## config.mk

```make
export PLATFORM = sky130hd
export DESIGN_NAME = csdr_host_flat
export DESIGN_NICKNAME = d
export VERILOG_FILES = /design/src/rtl/csdr_pkg.sv /design/src/rtl/csdr_if.sv /design/src/rtl/csdr_host.sv /design/src/flat_wrapper.sv
export SDC_FILE = /design/constraint.sdc
export NUM_CORES = 1
export LEC_CHECK = 0
export CAP_MARGIN = 20
export CELL_PAD_IN_SITES_DETAIL_PLACEMENT = 2
export CELL_PAD_IN_SITES_GLOBAL_PLACEMENT = 2
export CORE_UTILIZATION = 36
export DETAILED_ROUTE_END_ITERATION = 10
export DONT_BUFFER_PORTS = 1
export PLACE_DENSITY_LB_ADDON = 0.1
export SLEW_MARGIN = 20
export SYNTH_ARGS = -nofsm -noshare
export SYNTH_HDL_FRONTEND = slang
export SYNTH_SLANG_ARGS = --single-unit
```

## constraint.sdc

```tcl
create_clock -name i_core_clk -period 4.6 [get_ports i_core_clk]
set_input_delay 0.23 -clock i_core_clk [delete_from_list [all_inputs] [get_ports i_core_clk]]
set_output_delay 0.23 -clock i_core_clk [all_outputs]
set_load 0.005 [all_outputs]
```

## src/rtl/csdr_pkg.sv

```systemverilog
// shared constants, types and checksum for the card specific data register
package csdr_pkg;

    // ------------------------------------------------------------
    // clock and timeouts
    // ------------------------------------------------------------
    localparam int unsigned CSDR_CLK_HZ = 100_000_000;
    localparam int unsigned CSDR_READ_TIMEOUT_MS = 100;
    localparam int unsigned CSDR_WRITE_TIMEOUT_MS = 250;
    localparam int unsigned CSDR_READ_TIMEOUT_CYC = CSDR_READ_TIMEOUT_MS * (CSDR_CLK_HZ / 1000);
    localparam int unsigned CSDR_WRITE_TIMEOUT_CYC = CSDR_WRITE_TIMEOUT_MS * (CSDR_CLK_HZ / 1000);
    localparam int CSDR_TIMER_W = 25;

    // ------------------------------------------------------------
    // fixed field values
    // ------------------------------------------------------------
    localparam logic [1:0] CSDR_LAYOUT_V2 = 2'h1;
    localparam logic [7:0] CSDR_ACCESS_TIME = 8'h0E;
    localparam logic [7:0] CSDR_CLK_ACCESS = 8'h00;
    localparam logic [7:0] CSDR_RATE_DEFAULT = 8'h32;
    localparam logic [7:0] CSDR_RATE_HIGH = 8'h5A;
    localparam logic [11:0] CSDR_CMD_CLASSES = 12'h5B5;
    localparam logic [3:0] CSDR_BLOCK_LEN_512 = 4'h9;
    localparam logic [6:0] CSDR_SECTOR_SIZE = 7'h7F;
    localparam logic [2:0] CSDR_WRITE_SPEED = 3'h2;
    localparam logic [15:0] CSDR_DSR_RESET = 16'h0404;
    localparam int CSDR_SIZE_LIVE_W = 16;

    // ------------------------------------------------------------
    // code field layout, unit in 2:0, multiplier in 6:3
    // ------------------------------------------------------------
    localparam int CSDR_UNIT_LSB = 0;
    localparam int CSDR_UNIT_W = 3;
    localparam int CSDR_MULT_LSB = 3;
    localparam int CSDR_MULT_W = 4;

    // ------------------------------------------------------------
    // program and switch argument bits
    // ------------------------------------------------------------
    localparam int CSDR_ARG_TMP = 0;
    localparam int CSDR_ARG_PERM = 1;
    localparam int CSDR_ARG_COPY = 2;
    localparam int CSDR_ARG_HS = 0;

    // ------------------------------------------------------------
    // host register map (byte offsets) and status bits
    // ------------------------------------------------------------
    localparam logic [5:0] CSDR_REG_CMD = 6'h00;
    localparam logic [5:0] CSDR_REG_ARG = 6'h04;
    localparam logic [5:0] CSDR_REG_STATUS = 6'h08;
    localparam logic [5:0] CSDR_REG_TIMING = 6'h0C;
    localparam logic [5:0] CSDR_REG_DATA0 = 6'h10;
    localparam logic [5:0] CSDR_REG_DATA3 = 6'h1C;
    localparam int CSDR_ST_BUSY = 0;
    localparam int CSDR_ST_DONE = 1;
    localparam int CSDR_ST_TIMEOUT = 2;
    localparam int CSDR_ST_CRC_OK = 3;
    localparam int CSDR_TM_RATE_LSB = 0;
    localparam int CSDR_TM_ACC_LSB = 8;

    // ------------------------------------------------------------
    // types
    // ------------------------------------------------------------
    typedef enum logic [2:0] {
        CSDR_CMD_READ,
        CSDR_CMD_PROGRAM,
        CSDR_CMD_SWITCH,
        CSDR_CMD_IDLE,
        CSDR_CMD_SET_DSR
    } csdr_cmd_t;

    // field order from bit 127 down to bit 0
    typedef struct packed {
        logic [1:0] layout_version_code;
        logic [5:0] rsvd_125;
        logic [7:0] read_access_time_code;
        logic [7:0] clock_cycle_access_time;
        logic [7:0] transfer_rate_code;
        logic [11:0] command_classes;
        logic [3:0] max_read_block_length;
        logic partial_read_block_flag;
        logic write_misalignment_flag;
        logic read_misalignment_flag;
        logic driver_stage_present;
        logic [5:0] rsvd_75;
        logic [21:0] device_size;
        logic rsvd_47;
        logic single_block_erase_enable;
        logic [6:0] erase_sector_size;
        logic [6:0] protect_group_size;
        logic protect_group_enable;
        logic [1:0] rsvd_30;
        logic [2:0] write_speed_factor;
        logic [3:0] max_write_block_length;
        logic partial_write_block_flag;
        logic [4:0] rsvd_20;
        logic file_format_group_bit;
        logic copy_flag;
        logic permanent_protection_bit;
        logic temporary_protection_bit;
        logic [1:0] file_format;
        logic [1:0] rsvd_9;
        logic [6:0] checksum;
        logic stop_bit;
    } csdr_image_t;

    // seven-bit checksum, generator x^7 + x^3 + 1, msb first
    function automatic logic [6:0] csdr_crc7(input logic [119:0] d);
        logic [6:0] c;
        logic fb;
        c = 7'h00;
        for (int i = 119; i >= 0; i--) begin
            fb = d[i] ^ c[6];
            c = {c[5:0], fb};
            c[3] = c[3] ^ fb;
        end
        return c;
    endfunction

endpackage

```

## src/rtl/csdr_if.sv

```systemverilog
// request and answer carrier between host controller and card register
`timescale 1ns/1ns
interface csdr_if;
    logic req_valid;
    csdr_pkg::csdr_cmd_t req_cmd;
    logic [15:0] req_arg;
    logic resp_valid;
    logic [127:0] resp_data;

    modport card (
        input req_valid,
        input req_cmd,
        input req_arg,
        output resp_valid,
        output resp_data
    );

    modport host (
        output req_valid,
        output req_cmd,
        output req_arg,
        input resp_valid,
        input resp_data
    );
endinterface

```

## src/rtl/csdr_host.sv

```systemverilog
// host end: Avalon-MM register front end driving register commands
`timescale 1ns/1ns
module csdr_host #(
    parameter int unsigned READ_TIMEOUT_CYCLES = csdr_pkg::CSDR_READ_TIMEOUT_CYC,   // read wait
    parameter int unsigned WRITE_TIMEOUT_CYCLES = csdr_pkg::CSDR_WRITE_TIMEOUT_CYC  // write wait
) (
    input wire logic i_core_clk,              // core clock
    input wire logic i_rst,                   // synchronous reset, high
    input wire logic [5:0] i_avs_address,     // byte address
    input wire logic i_avs_read,              // read request
    input wire logic i_avs_write,             // write request
    input wire logic [31:0] i_avs_writedata,  // write data
    output logic [31:0] o_avs_readdata,       // read data
    output logic o_avs_waitrequest,           // stall
    csdr_if.host bus                          // link to card
);
    import csdr_pkg::*;

    // ------------------------------------------------------------
    // state
    // ------------------------------------------------------------
    typedef enum {CSDR_H_IDLE, CSDR_H_WAIT} csdr_host_fsm_t;

    typedef struct packed {
        csdr_host_fsm_t fsm;
        logic ack;
        logic [31:0] readdata;
        logic req_valid;
        csdr_cmd_t cmd;
        logic [15:0] arg;
        logic [CSDR_TIMER_W-1:0] timer;
        logic done;
        logic timed_out;
        logic [127:0] data;
    } csdr_host_state_t;

    csdr_host_state_t s_q;
    csdr_host_state_t s_d;

    logic access;
    logic [CSDR_TIMER_W-1:0] limit;
    logic crc_ok;
    logic [31:0] status;
    logic [31:0] timing;
    logic [7:0] rate;
    logic [7:0] acc;
    logic [1:0] word_sel;

    assign access = (i_avs_read || i_avs_write) && !s_q.ack;
    // fixed limits, never derived from the card's timing codes
    assign limit = (s_q.cmd == CSDR_CMD_PROGRAM) ?
                   CSDR_TIMER_W'(WRITE_TIMEOUT_CYCLES - 1) :
                   CSDR_TIMER_W'(READ_TIMEOUT_CYCLES - 1);               // RULE_04
    assign crc_ok = (csdr_crc7(s_q.data[127:8]) == s_q.data[7:1]) && s_q.data[0]; // RULE_23
    assign rate = s_q.data[103:96];
    assign acc = s_q.data[119:112];
    assign word_sel = i_avs_address[3:2];

    // ------------------------------------------------------------
    // decoded views
    // ------------------------------------------------------------
    always_comb begin
        status = 32'h0;
        status[CSDR_ST_BUSY] = (s_q.fsm == CSDR_H_WAIT);
        status[CSDR_ST_DONE] = s_q.done;
        status[CSDR_ST_TIMEOUT] = s_q.timed_out;
        status[CSDR_ST_CRC_OK] = crc_ok;
        timing = 32'h0;
        // unit and multiplier split out, unsigned, msb first
        timing[CSDR_TM_RATE_LSB +: CSDR_UNIT_W] = rate[CSDR_UNIT_LSB +: CSDR_UNIT_W];    // RULE_06
        timing[CSDR_TM_RATE_LSB+4 +: CSDR_MULT_W] = rate[CSDR_MULT_LSB +: CSDR_MULT_W];  // RULE_06
        timing[CSDR_TM_ACC_LSB +: CSDR_UNIT_W] = acc[CSDR_UNIT_LSB +: CSDR_UNIT_W];      // RULE_03
        timing[CSDR_TM_ACC_LSB+4 +: CSDR_MULT_W] = acc[CSDR_MULT_LSB +: CSDR_MULT_W];    // RULE_19
    end

    // ------------------------------------------------------------
    // next state
    // ------------------------------------------------------------
    always_comb begin
        s_d = s_q;
        s_d.ack = access;
        if (access && i_avs_read) begin
            if (i_avs_address == CSDR_REG_ARG) begin
                s_d.readdata = {16'h0000, s_q.arg};
            end else if (i_avs_address == CSDR_REG_STATUS) begin
                s_d.readdata = status;
            end else if (i_avs_address == CSDR_REG_TIMING) begin
                s_d.readdata = timing;
            end else if (i_avs_address >= CSDR_REG_DATA0 && i_avs_address <= CSDR_REG_DATA3
                         && i_avs_address[1:0] == 2'h0) begin
                s_d.readdata = s_q.data[32*word_sel +: 32];
            end else begin
                s_d.readdata = 32'h0;
            end
        end
        // write lands on the edge where waitrequest is low
        if (s_q.ack && i_avs_write) begin
            if (i_avs_address == CSDR_REG_ARG) begin
                s_d.arg = i_avs_writedata[15:0];
            end else if (i_avs_address == CSDR_REG_CMD && s_q.fsm == CSDR_H_IDLE) begin
                s_d.cmd = csdr_cmd_t'(i_avs_writedata[2:0]);
                s_d.req_valid = 1'b1;
                s_d.timer = '0;
                s_d.done = 1'b0;
                s_d.timed_out = 1'b0;
                s_d.fsm = CSDR_H_WAIT;
            end
        end
        case (s_q.fsm)
            CSDR_H_IDLE: begin
            end
            CSDR_H_WAIT: begin
                if (bus.resp_valid) begin
                    s_d.data = bus.resp_data;
                    s_d.done = 1'b1;
                    s_d.req_valid = 1'b0;
                    s_d.fsm = CSDR_H_IDLE;
                end else if (s_q.timer == limit) begin
                    s_d.timed_out = 1'b1;                                 // RULE_04
                    s_d.req_valid = 1'b0;
                    s_d.fsm = CSDR_H_IDLE;
                end else begin
                    s_d.timer = s_q.timer + 1'b1;
                end
            end
            default: begin
                s_d.fsm = CSDR_H_IDLE;
            end
        endcase
    end

    // ------------------------------------------------------------
    // registers
    // ------------------------------------------------------------
    always_ff @(posedge i_core_clk) begin
        if (i_rst) begin
            s_q.fsm <= CSDR_H_IDLE;
            s_q.ack <= 1'b0;
            s_q.readdata <= 32'h0;
            s_q.req_valid <= 1'b0;
            s_q.cmd <= CSDR_CMD_READ;
            s_q.arg <= 16'h0000;
            s_q.timer <= '0;
            s_q.done <= 1'b0;
            s_q.timed_out <= 1'b0;
            s_q.data <= '0;
        end else begin
            s_q <= s_d;
        end
    end

    assign o_avs_readdata = s_q.readdata;
    assign o_avs_waitrequest = access;
    assign bus.req_valid = s_q.req_valid;
    assign bus.req_cmd = s_q.cmd;
    assign bus.req_arg = s_q.arg;

endmodule

```

## src/flat_wrapper.sv

```systemverilog
// flat-port wrapper written by rule: the top's interface ports become plain ports
module csdr_host_flat import csdr_pkg::*;
#(
    parameter int unsigned READ_TIMEOUT_CYCLES = csdr_pkg::CSDR_READ_TIMEOUT_CYC,               
    parameter int unsigned WRITE_TIMEOUT_CYCLES = csdr_pkg::CSDR_WRITE_TIMEOUT_CYC               
)
  (i_core_clk, i_rst, i_avs_address, i_avs_read, i_avs_write, i_avs_writedata, o_avs_readdata, o_avs_waitrequest, bus_req_valid, bus_req_cmd, bus_req_arg, bus_resp_valid, bus_resp_data);
  csdr_if bus_i ();
  input wire logic i_core_clk;
  input wire logic i_rst;
  input wire logic [5:0] i_avs_address;
  input wire logic i_avs_read;
  input wire logic i_avs_write;
  input wire logic [31:0] i_avs_writedata;
  output logic [31:0] o_avs_readdata;
  output logic o_avs_waitrequest;
  output wire logic [$bits(bus_i.req_valid)-1:0] bus_req_valid;
  output wire logic [$bits(bus_i.req_cmd)-1:0] bus_req_cmd;
  output wire logic [$bits(bus_i.req_arg)-1:0] bus_req_arg;
  input wire logic [$bits(bus_i.resp_valid)-1:0] bus_resp_valid;
  input wire logic [$bits(bus_i.resp_data)-1:0] bus_resp_data;
  assign bus_req_valid = bus_i.req_valid;
  assign bus_req_cmd = bus_i.req_cmd;
  assign bus_req_arg = bus_i.req_arg;
  assign bus_i.resp_valid = bus_resp_valid;
  assign bus_i.resp_data = bus_resp_data;
  csdr_host #(.READ_TIMEOUT_CYCLES(READ_TIMEOUT_CYCLES), .WRITE_TIMEOUT_CYCLES(WRITE_TIMEOUT_CYCLES)) u_core (.i_core_clk(i_core_clk), .i_rst(i_rst), .i_avs_address(i_avs_address), .i_avs_read(i_avs_read), .i_avs_write(i_avs_write), .i_avs_writedata(i_avs_writedata), .o_avs_readdata(o_avs_readdata), .o_avs_waitrequest(o_avs_waitrequest), .bus(bus_i));
endmodule
```

==> flow_metrics.tcl, run 1 <==
set metrics [dict create \
    antenna_found_initial 1 \
    grt_use_total 0.296 \
    avgViaCountPerCell 5.37 \
    critPathCapture "u_core.o_avs_readdata[3]$_SDFFE_PP0P_" \
    io_pins 224 \
    synthCells 1443 \
    ir_worst_vdd_mv 0.255 \
    synth_area_mm2 0.0134 \
    area_delta_synth_final_pct 30.8 \
    port_buffers 0 \
    p_leak_nw 6.94 \
    most-common-layout-cells "nand2_1 (326), dfxtp_1 (232), a21oi_1 (172), buf_4 (159), dlygate4sd3_1 (148)" \
    required_ns 5.07 \
    die_area_mm2 0.0381 \
    numCtsBuffers 28 \
    dp.final_hpwl_um 40900 \
    synth_edf_count 0 \
    outcome "finished, violations left" \
    htree_num_levels 1 \
    min_path_type "primary input to register" \
    grt_setup_unrepaired "true" \
    rrSetupSlack_ns -0.46 \
    dieWidth_um 195 \
    violations "setup timing" \
    rr_startpoint "u_core.acc[0]$_SDFFE_PP0P_" \
    cts_tree "done" \
    max_slew.worst_pin.slew_ns 1.28 \
    hold_viol_final 0 \
    drt_iter0_drc 462 \
    rr_endpoint "u_core.o_avs_readdata[3]$_SDFFE_PP0P_" \
    gp_congestion 0.894 \
    place_inst 1956 \
    total_power_mw 4.71 \
    ys_ff_latch 240 \
    grt_max_degree 207 \
    period_share 1.10 \
    ctsRootBufferMaster "clkbuf_16" \
    arrival_ns 5.53 \
    final_cells 2170 \
    r2r_cells 15 \
    postRouteAntennaNets 0 \
    period_minus_slack_ns 5.06 \
    grt.overflow.total 0 \
    hold_start "i_avs_address[4]" \
    clock_sinks 240 \
    die_y_um 195 \
    initial_core_util 0.367 \
    routed_wl_um 56300 \
    powerDensity_mw_per_mm2 268 \
    yosysSeqAreaShare 0.358 \
    drc 0 \
    clk_pin_slew_worst_paths_ns 0.06 \
    critPathKind "register to register" \
    fin_util 0.480 \
    cp-end-kind "register" \
    async_reset_ff_frac 0 \
    layout.nets 1851 \
    max_slew_margin 0.145 \
    max_freq_ghz 0.198 \
    drv_cap 0 \
    syn_area_per_cell_um2 9.30 \
    synth_top_flop_cell "dfxtp_1" \
    grt_first_pass_wirelength_um 83400 \
    crit_path_max_fanout 3 \
    cp-startpoint "u_core.acc[0]$_SDFFE_PP0P_" \
    setup_slack_ns -0.462 \
    yosysUniqueCellTypes 59 \
    final_common_cell "nand2_1" \
    layout-drive-gt1-share 0.196 \
    firstDrtPassIters 6 \
    drv_slew 0 \
    rows 70 \
    critPathLaunchType "register" \
    clockBufferDepth 3 \
    drt-wirelength-per-cell_um 26.0 \
    yosys_warnings 0 \
    setup-violations-final 1 \
    coreArea_mm2 0.0366 \
    num_vias 11700 \
    clock_latency_ns 0.57 \
    fin_skew_ns 0.0190 \
    first_global_vias 13000 \
]
-- layout make-up --
class | count | area [um^2]
Multi-Input combinational cell | 1093 | 8380
Sequential cell | 240 | 4820
Clock buffer | 33 | 761
Fill cell | 3847 | 19000
Inverter | 4 | 15.0
Timing Repair Buffer | 312 | 2780
Clock inverter | 19 | 215
Antenna cell | 1 | 2.50
Tap cell | 468 | 586
-- where the power goes --
part	switching, mW	total [mW]	internal [mW]
combinational	0.0891	0.201	0.112
clock	0.977	2.39	1.41
sequential	0.0152	2.12	2.10
-- synth_stat cells (all sizes together), types with 17 or more instances --
cell type | instances | area, um^2
mux4 | 29 | 653
a22oi | 17 | 133
xnor2 | 154 | 1400
buf | 59 | 413
xor2 | 54 | 495
nand2 | 327 | 1230
dfxtp | 240 | 4800
a21oi | 172 | 861
nor2 | 67 | 251
clkbuf | 77 | 290
nand3 | 18 | 90.1
xnor3 | 66 | 1500
-- metrics by stage --
step	hold WS, ns	area (um^2)	TNS, ns	setup WS [ns]
after floorplan	0.358	13700	0	0.00469
after global placement	0.313	14800	-0.427	-0.427
after detailed placement	0.316	14800	-0.606	-0.606
after CTS	0.00130	17500	-0.349	-0.349
after global routing	0.0126	17600	-0.562	-0.562
final	0.00973	17600	-0.462	-0.462
-- state kept, by name (all words and copies together) (netlist names) --
name and count:
u_core.bus.req_valid 1, u_core.bus.req_cmd 3, u_core.rate 8, u_core.s_q 172, u_core.o_avs_readdata 32, u_core.acc 8
u_core.bus.req_arg 16
-- worst max-delay path, cell delays in order, from the launching register on --
cell	delay, ns
dfxtp_1	0.35
xnor2_2	0.22
buf_4	0.18
xnor3_2	0.40
xor2_4	0.22
buf_4	0.16
xnor3_2	0.42
xor3_1	0.39
xnor3_2	0.48
xnor3_2	0.49
xor3_1	0.38
xnor3_2	0.29
xor3_1	0.43
nand3b_1	0.18
a21boi_1	0.16
o41ai_2	0.20
-- worst min path at each step --
stage                                                   endpoint  slack, ns  cells after the start
after floorplan                     u_core.s_q[126]$_SDFFE_PP0P_       0.36                      2
after global placement                u_core.s_q[7]$_SDFFE_PP0P_       0.31                      1
after detailed placement             u_core.s_q[11]$_SDFFE_PP0P_       0.32                      1
after CTS                 u_core.o_avs_readdata[31]$_SDFFE_PP0P_      0.001                      3
after global routing      u_core.o_avs_readdata[14]$_SDFFE_PP0P_       0.01                      2
final                     u_core.o_avs_readdata[14]$_SDFFE_PP0P_       0.01                      2
-- logic make-up (layout without fill, tap and decap cells) --
kind of cell,Yosys count,count (layout),synth area share
DFF,240,240,0.358
muxes,35,35,0.0534
adders and majority gates,1,1,0.000932
other,1,32,0.000279
and+or+nand+nor,492,492,0.155
xor gates and xnor gates,283,283,0.269
AOI/OAI and AO/OA,251,251,0.110
buffers and inverters,140,368,0.0535
-- per-layer routing --
metal | global-route usage | vias to the layer above | wire [um]
met5 | 0 | - | 0
met4 | 0.101 | 0 | 2070
met3 | 0.0404 | 88 | 2040
met1 | 0.344 | 6018 | 22800
met2 | 0.552 | 256 | 29500
li1 | - | 5301 | -
-- what timing repair did --
| action | in CTS | in global routing |
|---|---|---|
| endpoints found under the setup margin | 1 | 1 |
| gates cloned | 0 | 0 |
| pin swaps | 14 | 0 |
| resized for setup | 27 | 4 |
| setup buffers | 11 | 0 |
| hold buffers | 149 | 0 |
| hold endpoints to repair | 208 | 0 |
No activity file was read; power rests on OpenSTA's default activity.
==> inputs of run 2 (changes only) <==
==> constraint.sdc (replaced) <==
create_clock -name i_core_clk -period 4.6 [get_ports i_core_clk]
set_input_delay 0.69 -clock i_core_clk [delete_from_list [all_inputs] [get_ports i_core_clk]]
set_output_delay 0.69 -clock i_core_clk [all_outputs]
set_load 0.005 [all_outputs]
==> run 2 against run 1 <==
Net effect:
- the flow still finishes with violations (setup timing)
- die area stayed put
- flip-flop and latch count is the same
- sequential power is essentially flat
- cell count decreased by 7.7%
- register-to-register slack better by 0.07 ns
- global-route usage shrank 3.3 points
- critical path depth shrank 1
- maximum frequency is 1.3% higher
- clock power shrank 8%
- worst hold slack improved by 0.21 ns
- core utilization shrank 4.9 points
- largest power group unchanged
==> flow_metrics.tcl, run 2 (synthesized netlist as in run 1, its figures left out) <==
set metrics [dict create \
    num_vias 10700 \
    register_area_mm2 0.00481 \
    holdPathEnd "u_core.s_q[8]$_SDFFE_PP0P_" \
    htree_num_levels 1 \
    dr_wl_met3_um 2240 \
    drt_iter0_drc 416 \
    die_y_um 195 \
    initial_core_util 0.367 \
    fin_area_mm2 0.0158 \
    critPathLaunchType "register" \
    clockBufferDepth 3 \
    drt-wirelength-per-cell_um 25.2 \
    period_share 1.09 \
    routed_wl_um 50500 \
    die_area_mm2 0.0381 \
    min_path_type "primary input to register" \
    wl_met2_um 25600 \
    postRouteAntennaNets 0 \
    layout.nets 1686 \
    crit_path_max_fanout 4 \
    most-common-layout-cells "nand2_1 (326), dfxtp_1 (237), a21oi_1 (172), buf_4 (146), xnor2_1 (129)" \
    dr.max_layer_used "met4" \
    antenna_found_initial 1 \
    layout-drive-gt1-share 0.192 \
    hold_depth 1 \
    dp_slack_ns -0.452 \
    fin_util 0.431 \
    firstDrtPassIters 5 \
    grt_use_total 0.263 \
    clk_pin_slew_worst_paths_ns 0.06 \
    clock_sinks 240 \
    worstPathCellList "xnor3_2 > xnor3_2 > xnor3_1 > xnor3_2 > xnor3_1 > xnor3_2 > xnor3_1 > xnor3_1 > xnor3_1 > xnor3_1 > mux2_2 > nor4b_1 > a21boi_1 > o41ai_2" \
    multi_input_area_mm2 0.00834 \
    drv_cap 0 \
    grt.overflow.total 0 \
    ctsRootBufferMaster "clkbuf_16" \
    cts_tree "done" \
    grt_max_degree 207 \
    rr_startpoint "u_core.s_q[126]$_SDFFE_PP0P_" \
    r2r_cells 14 \
    port_buffers 0 \
    rr_endpoint "u_core.o_avs_readdata[3]$_SDFFE_PP0P_" \
    setup-violations-final 1 \
    clock_latency_ns 0.56 \
    path_delay_family "XOR/XNOR gates" \
    grt_first_pass_wirelength_um 73500 \
    numCtsBuffers 27 \
    fillers 3961 \
    violations "setup timing" \
    max_slew.worst_pin.slew_ns 1.07 \
    avgViaCountPerCell 5.32 \
    rrSetupSlack_ns -0.40 \
    slowest_stage "xnor3_2" \
    cp-startpoint "u_core.s_q[126]$_SDFFE_PP0P_" \
    drv_slew 0 \
    required_ns 5.06 \
    rows 70 \
    hold_viol_final 0 \
    cp_num_buf_inv 0 \
    arrival_ns 5.45 \
    drc 0 \
    max_stage_delay_ns 0.53 \
    gp_congestion 0.889 \
    coreArea_mm2 0.0366 \
    max_freq_ghz 0.200 \
    fin_skew_ns 0.0163 \
    dieWidth_um 195 \
    hold_start "i_rst" \
    drt-met1-wl_um 20800 \
    period_minus_slack_ns 5.00 \
    critical_path.most_common_cell "xnor3_1" \
    powerDensity_mw_per_mm2 277 \
    ir_worst_vdd_mv 0.206 \
    grt_setup_unrepaired "true" \
    first_global_vias 11400 \
    regMostFlops "u_core.s_q" \
    final_common_cell "nand2_1" \
    place_area_mm2 0.0148 \
    outcome "finished, violations left" \
    cp-end-kind "register" \
    setup_slack_ns -0.397 \
    dp.final_hpwl_um 39600 \
    io_pins 224 \
    p_leak_nw 6.17 \
    max_slew_margin 0.287 \
    critPathKind "register to register" \
    area_delta_synth_final_pct 17.6 \
    largest_reg_flops 172 \
]
## run 2: routing by layer
metal	track usage	vias up
li1	-	4970
met1	0.314	5408
met2	0.471	205
met3	0.0466	78
met4	0.0939	0
met5	0	-
## run 2: cell type report
cell class | instances | area share
multi-input combinational | 1093 | 0.528
clock inverter | 9 | 0.00642
timing repair buffer | 148 | 0.0720
tap | 468 | 0.0371
sequential | 240 | 0.305
antenna | 1 | 0.000159
inverter | 4 | 0.000951
clock buffer | 40 | 0.0503
## run 2: worst max path at each step
| stage | to | slack, ns | cells after the start |
|---|---|---|---|
| floorplan | u_core.o_avs_readdata[3]$_SDFFE_PP0P_ | 0.005 | 14 |
| global placement | u_core.o_avs_readdata[3]$_SDFFE_PP0P_ | -0.32 | 15 |
| detailed placement | u_core.o_avs_readdata[3]$_SDFFE_PP0P_ | -0.45 | 14 |
| CTS | u_core.o_avs_readdata[3]$_SDFFE_PP0P_ | -0.42 | 14 |
| global route | u_core.o_avs_readdata[3]$_SDFFE_PP0P_ | -0.54 | 17 |
| finish | u_core.o_avs_readdata[3]$_SDFFE_PP0P_ | -0.40 | 14 |
## run 2: power breakdown
| part | internal [mW] | total, mW | switching [mW] |
|---|---|---|---|
| registers | 2.10 | 2.12 | 0.0157 |
| logic | 0.0258 | 0.0575 | 0.0317 |
| clock network | 1.30 | 2.20 | 0.901 |
| total | 3.43 | 4.38 | 0.948 |
## run 2: timing repair
| action | 4_1_cts | 5_1_grt |
|---|---|---|
| pin swaps | 1 | 2 |
| hold buffers | 0 | 0 |
| resized for setup | 2 | 12 |
| setup buffers | 0 | 1 |
| setup endpoints to repair | 1 | 1 |
## run 2: stage by stage
stage	power, mW	std cells	hold WS [ns]	setup TNS, ns
after floorplan	2.25	1473	0.445	0
after global placement	2.22	1951	0.471	-0.319
after detailed placement	2.22	1951	0.482	-0.452
after CTS	4.43	2000	0.189	-0.418
after global routing	4.51	2002	0.189	-0.543
final	4.38	2003	0.219	-0.397
==> inputs of run 3 (changes only) <==
--- a/config.mk
+++ b/config.mk
@@ -11,7 +11,7 @@
 export CORE_UTILIZATION = 36
 export DETAILED_ROUTE_END_ITERATION = 10
 export DONT_BUFFER_PORTS = 1
-export PLACE_DENSITY_LB_ADDON = 0.1
+export PLACE_DENSITY_LB_ADDON = 0.2
 export SLEW_MARGIN = 20
 export SYNTH_ARGS = -nofsm -noshare
 export SYNTH_HDL_FRONTEND = slang
==> run 3 against run 2 <==
Net effect:
- the run still ends with setup timing left
- flip-flop and latch count unchanged
- sequential share of layout area about the same
- register-to-register slack worse by 0.11 ns
- final area up 0.17%
- power down 1.4%
- sequential power about the same
- via count up 2.3%
- largest cell class unchanged
- combinational power up 1%
==> flow_metrics.tcl, run 3 (synthesized netlist as in run 1, its figures left out) <==
set metrics [dict create \
    outcome "finished, violations left" \
    violations "setup timing" \
    numCtsBuffers 28 \
    avgViaCountPerCell 5.44 \
    hold_viol_final 0 \
    hold_start "bus_resp_data[124]" \
    critPathLaunchType "register" \
    path_delay_family "XOR/XNOR gates" \
    grt_use_total 0.272 \
    htree_num_levels 1 \
    clk_pin_slew_worst_paths_ns 0.06 \
    holdPathEnd "u_core.s_q[124]$_SDFFE_PP0P_" \
    drt-wirelength-per-cell_um 25.8 \
    drv_slew 0 \
    port_buffers 0 \
    clock_sinks 240 \
    antenna_cells 0 \
    rows 70 \
    clock_latency_ns 0.57 \
    drt_iter0_drc 474 \
    antenna_found_initial 0 \
    postRouteAntennaNets 0 \
    routed_wl_um 51800 \
    cp-startpoint "u_core.s_q[126]$_SDFFE_PP0P_" \
    slowest_stage "xnor3_2" \
    gp_congestion 0.880 \
    max_slew_margin 0.252 \
    r2r_cells 14 \
    critPathKind "register to register" \
    ir_worst_vdd_mv 0.308 \
    die_y_um 195 \
    num_vias 10900 \
    most-common-layout-cells "nand2_1 (326), dfxtp_1 (234), a21oi_1 (172), buf_4 (150), xnor2_1 (126)" \
    fillers 3911 \
    layout.nets 1691 \
    period_minus_slack_ns 5.10 \
    crit_path_max_fanout 4 \
    grt_first_pass_wirelength_um 76800 \
    setup-violations-final 1 \
    fin_skew_ns 0.0253 \
    ctsRootBufferMaster "clkbuf_16" \
    final_common_cell "nand2_1" \
    critical_path.most_common_cell "xnor3_2" \
    io_pins 224 \
    grt_max_degree 207 \
    initial_core_util 0.367 \
    rrSetupSlack_ns -0.50 \
    drc 0 \
    setup_slack_ns -0.502 \
    arrival_ns 5.55 \
    p_leak_nw 6.20 \
    worstPathCellList "xnor3_2 > xnor3_2 > buf_4 > xnor2_1 > xnor3_2 > xor2_4 > xnor3_2 > xnor3_1 > xor3_1 > xnor3_2 > xor3_1 > nor3b_1 > a21boi_1 > o41ai_2" \
    first_global_vias 11700 \
    cp-end-kind "register" \
    cts_tree "done" \
    total_power_mw 4.32 \
    cp_num_buf_inv 1 \
    coreArea_mm2 0.0366 \
    holdWs_ns 0.252 \
    hold_depth 2 \
    dp_slack_ns -0.598 \
    area_delta_synth_final_pct 17.8 \
    largest_reg_flops 172 \
    layout-drive-gt1-share 0.202 \
    rr_startpoint "u_core.s_q[126]$_SDFFE_PP0P_" \
    grt.overflow.total 0 \
    max_freq_ghz 0.196 \
    powerDensity_mw_per_mm2 273 \
    regMostFlops "u_core.s_q" \
    die_area_mm2 0.0381 \
    rr_endpoint "u_core.o_avs_readdata[3]$_SDFFE_PP0P_" \
    clockBufferDepth 3 \
    dp.final_hpwl_um 40400 \
    max_slew.worst_pin.slew_ns 1.12 \
    required_ns 5.05 \
    ctsHoldBuffers 0 \
    grt_setup_unrepaired "true" \
    max_stage_delay_ns 0.51 \
    fin_util 0.432 \
    tns_ns -0.502 \
    period_share 1.11 \
    drv_cap 0 \
    min_path_type "primary input to register" \
    dieWidth_um 195 \
    firstDrtPassIters 4 \
]
-- run 3: what timing repair did --
item	CTS	global route
setup endpoints to repair	1	1
setup buffers	0	1
pin swaps	2	3
gates resized for setup	15	10
-- run 3: stage by stage --
| step | area [um^2] | instances |
|---|---|---|
| after floorplan | 13700 | 1473 |
| after global placement | 14800 | 1955 |
| after detailed placement | 14800 | 1955 |
| after CTS | 15800 | 2003 |
| after global routing | 15800 | 2005 |
| final | 15800 | 2005 |
-- run 3: layout make-up --
class                      instances  area (um^2)  share of cell area
timing repair buffer             152         1170              0.0738
inverter                           4         15.0            0.000950
clock buffer                      40          827              0.0523
multi-input combinational       1093         8360               0.529
sequential                       240         4810               0.304
clock inverter                     8         46.3             0.00293
tap                              468          586              0.0370
-- run 3: how the worst max path moves through the flow --
stage          cells past startpoint  slack (ns)                               endpoint
2_1_floorplan                     14       0.005  u_core.o_avs_readdata[3]$_SDFFE_PP0P_
3_3_place_gp                      19       -0.33  u_core.o_avs_readdata[3]$_SDFFE_PP0P_
3_5_place_dp                      15       -0.60  u_core.o_avs_readdata[3]$_SDFFE_PP0P_
4_1_cts                           15       -0.51  u_core.o_avs_readdata[3]$_SDFFE_PP0P_
5_1_grt                           15       -0.60  u_core.o_avs_readdata[3]$_SDFFE_PP0P_
6_report                          14       -0.50  u_core.o_avs_readdata[3]$_SDFFE_PP0P_
-- run 3: power breakdown --
| part | internal, mW | switching, mW |
|---|---|---|
| Sequential | 2.10 | 0.0152 |
| Combinational | 0.0260 | 0.0324 |
| Clock | 1.24 | 0.903 |
-- run 3: layer usage --
layer  vias to the layer above  wire, um  track usage
li1                       4978         -            -
met1                      5597     20800        0.324
met3                        87      2190       0.0423
met2                       248     26800        0.495
met4                         0      1990       0.0945
met5                         -         0            0
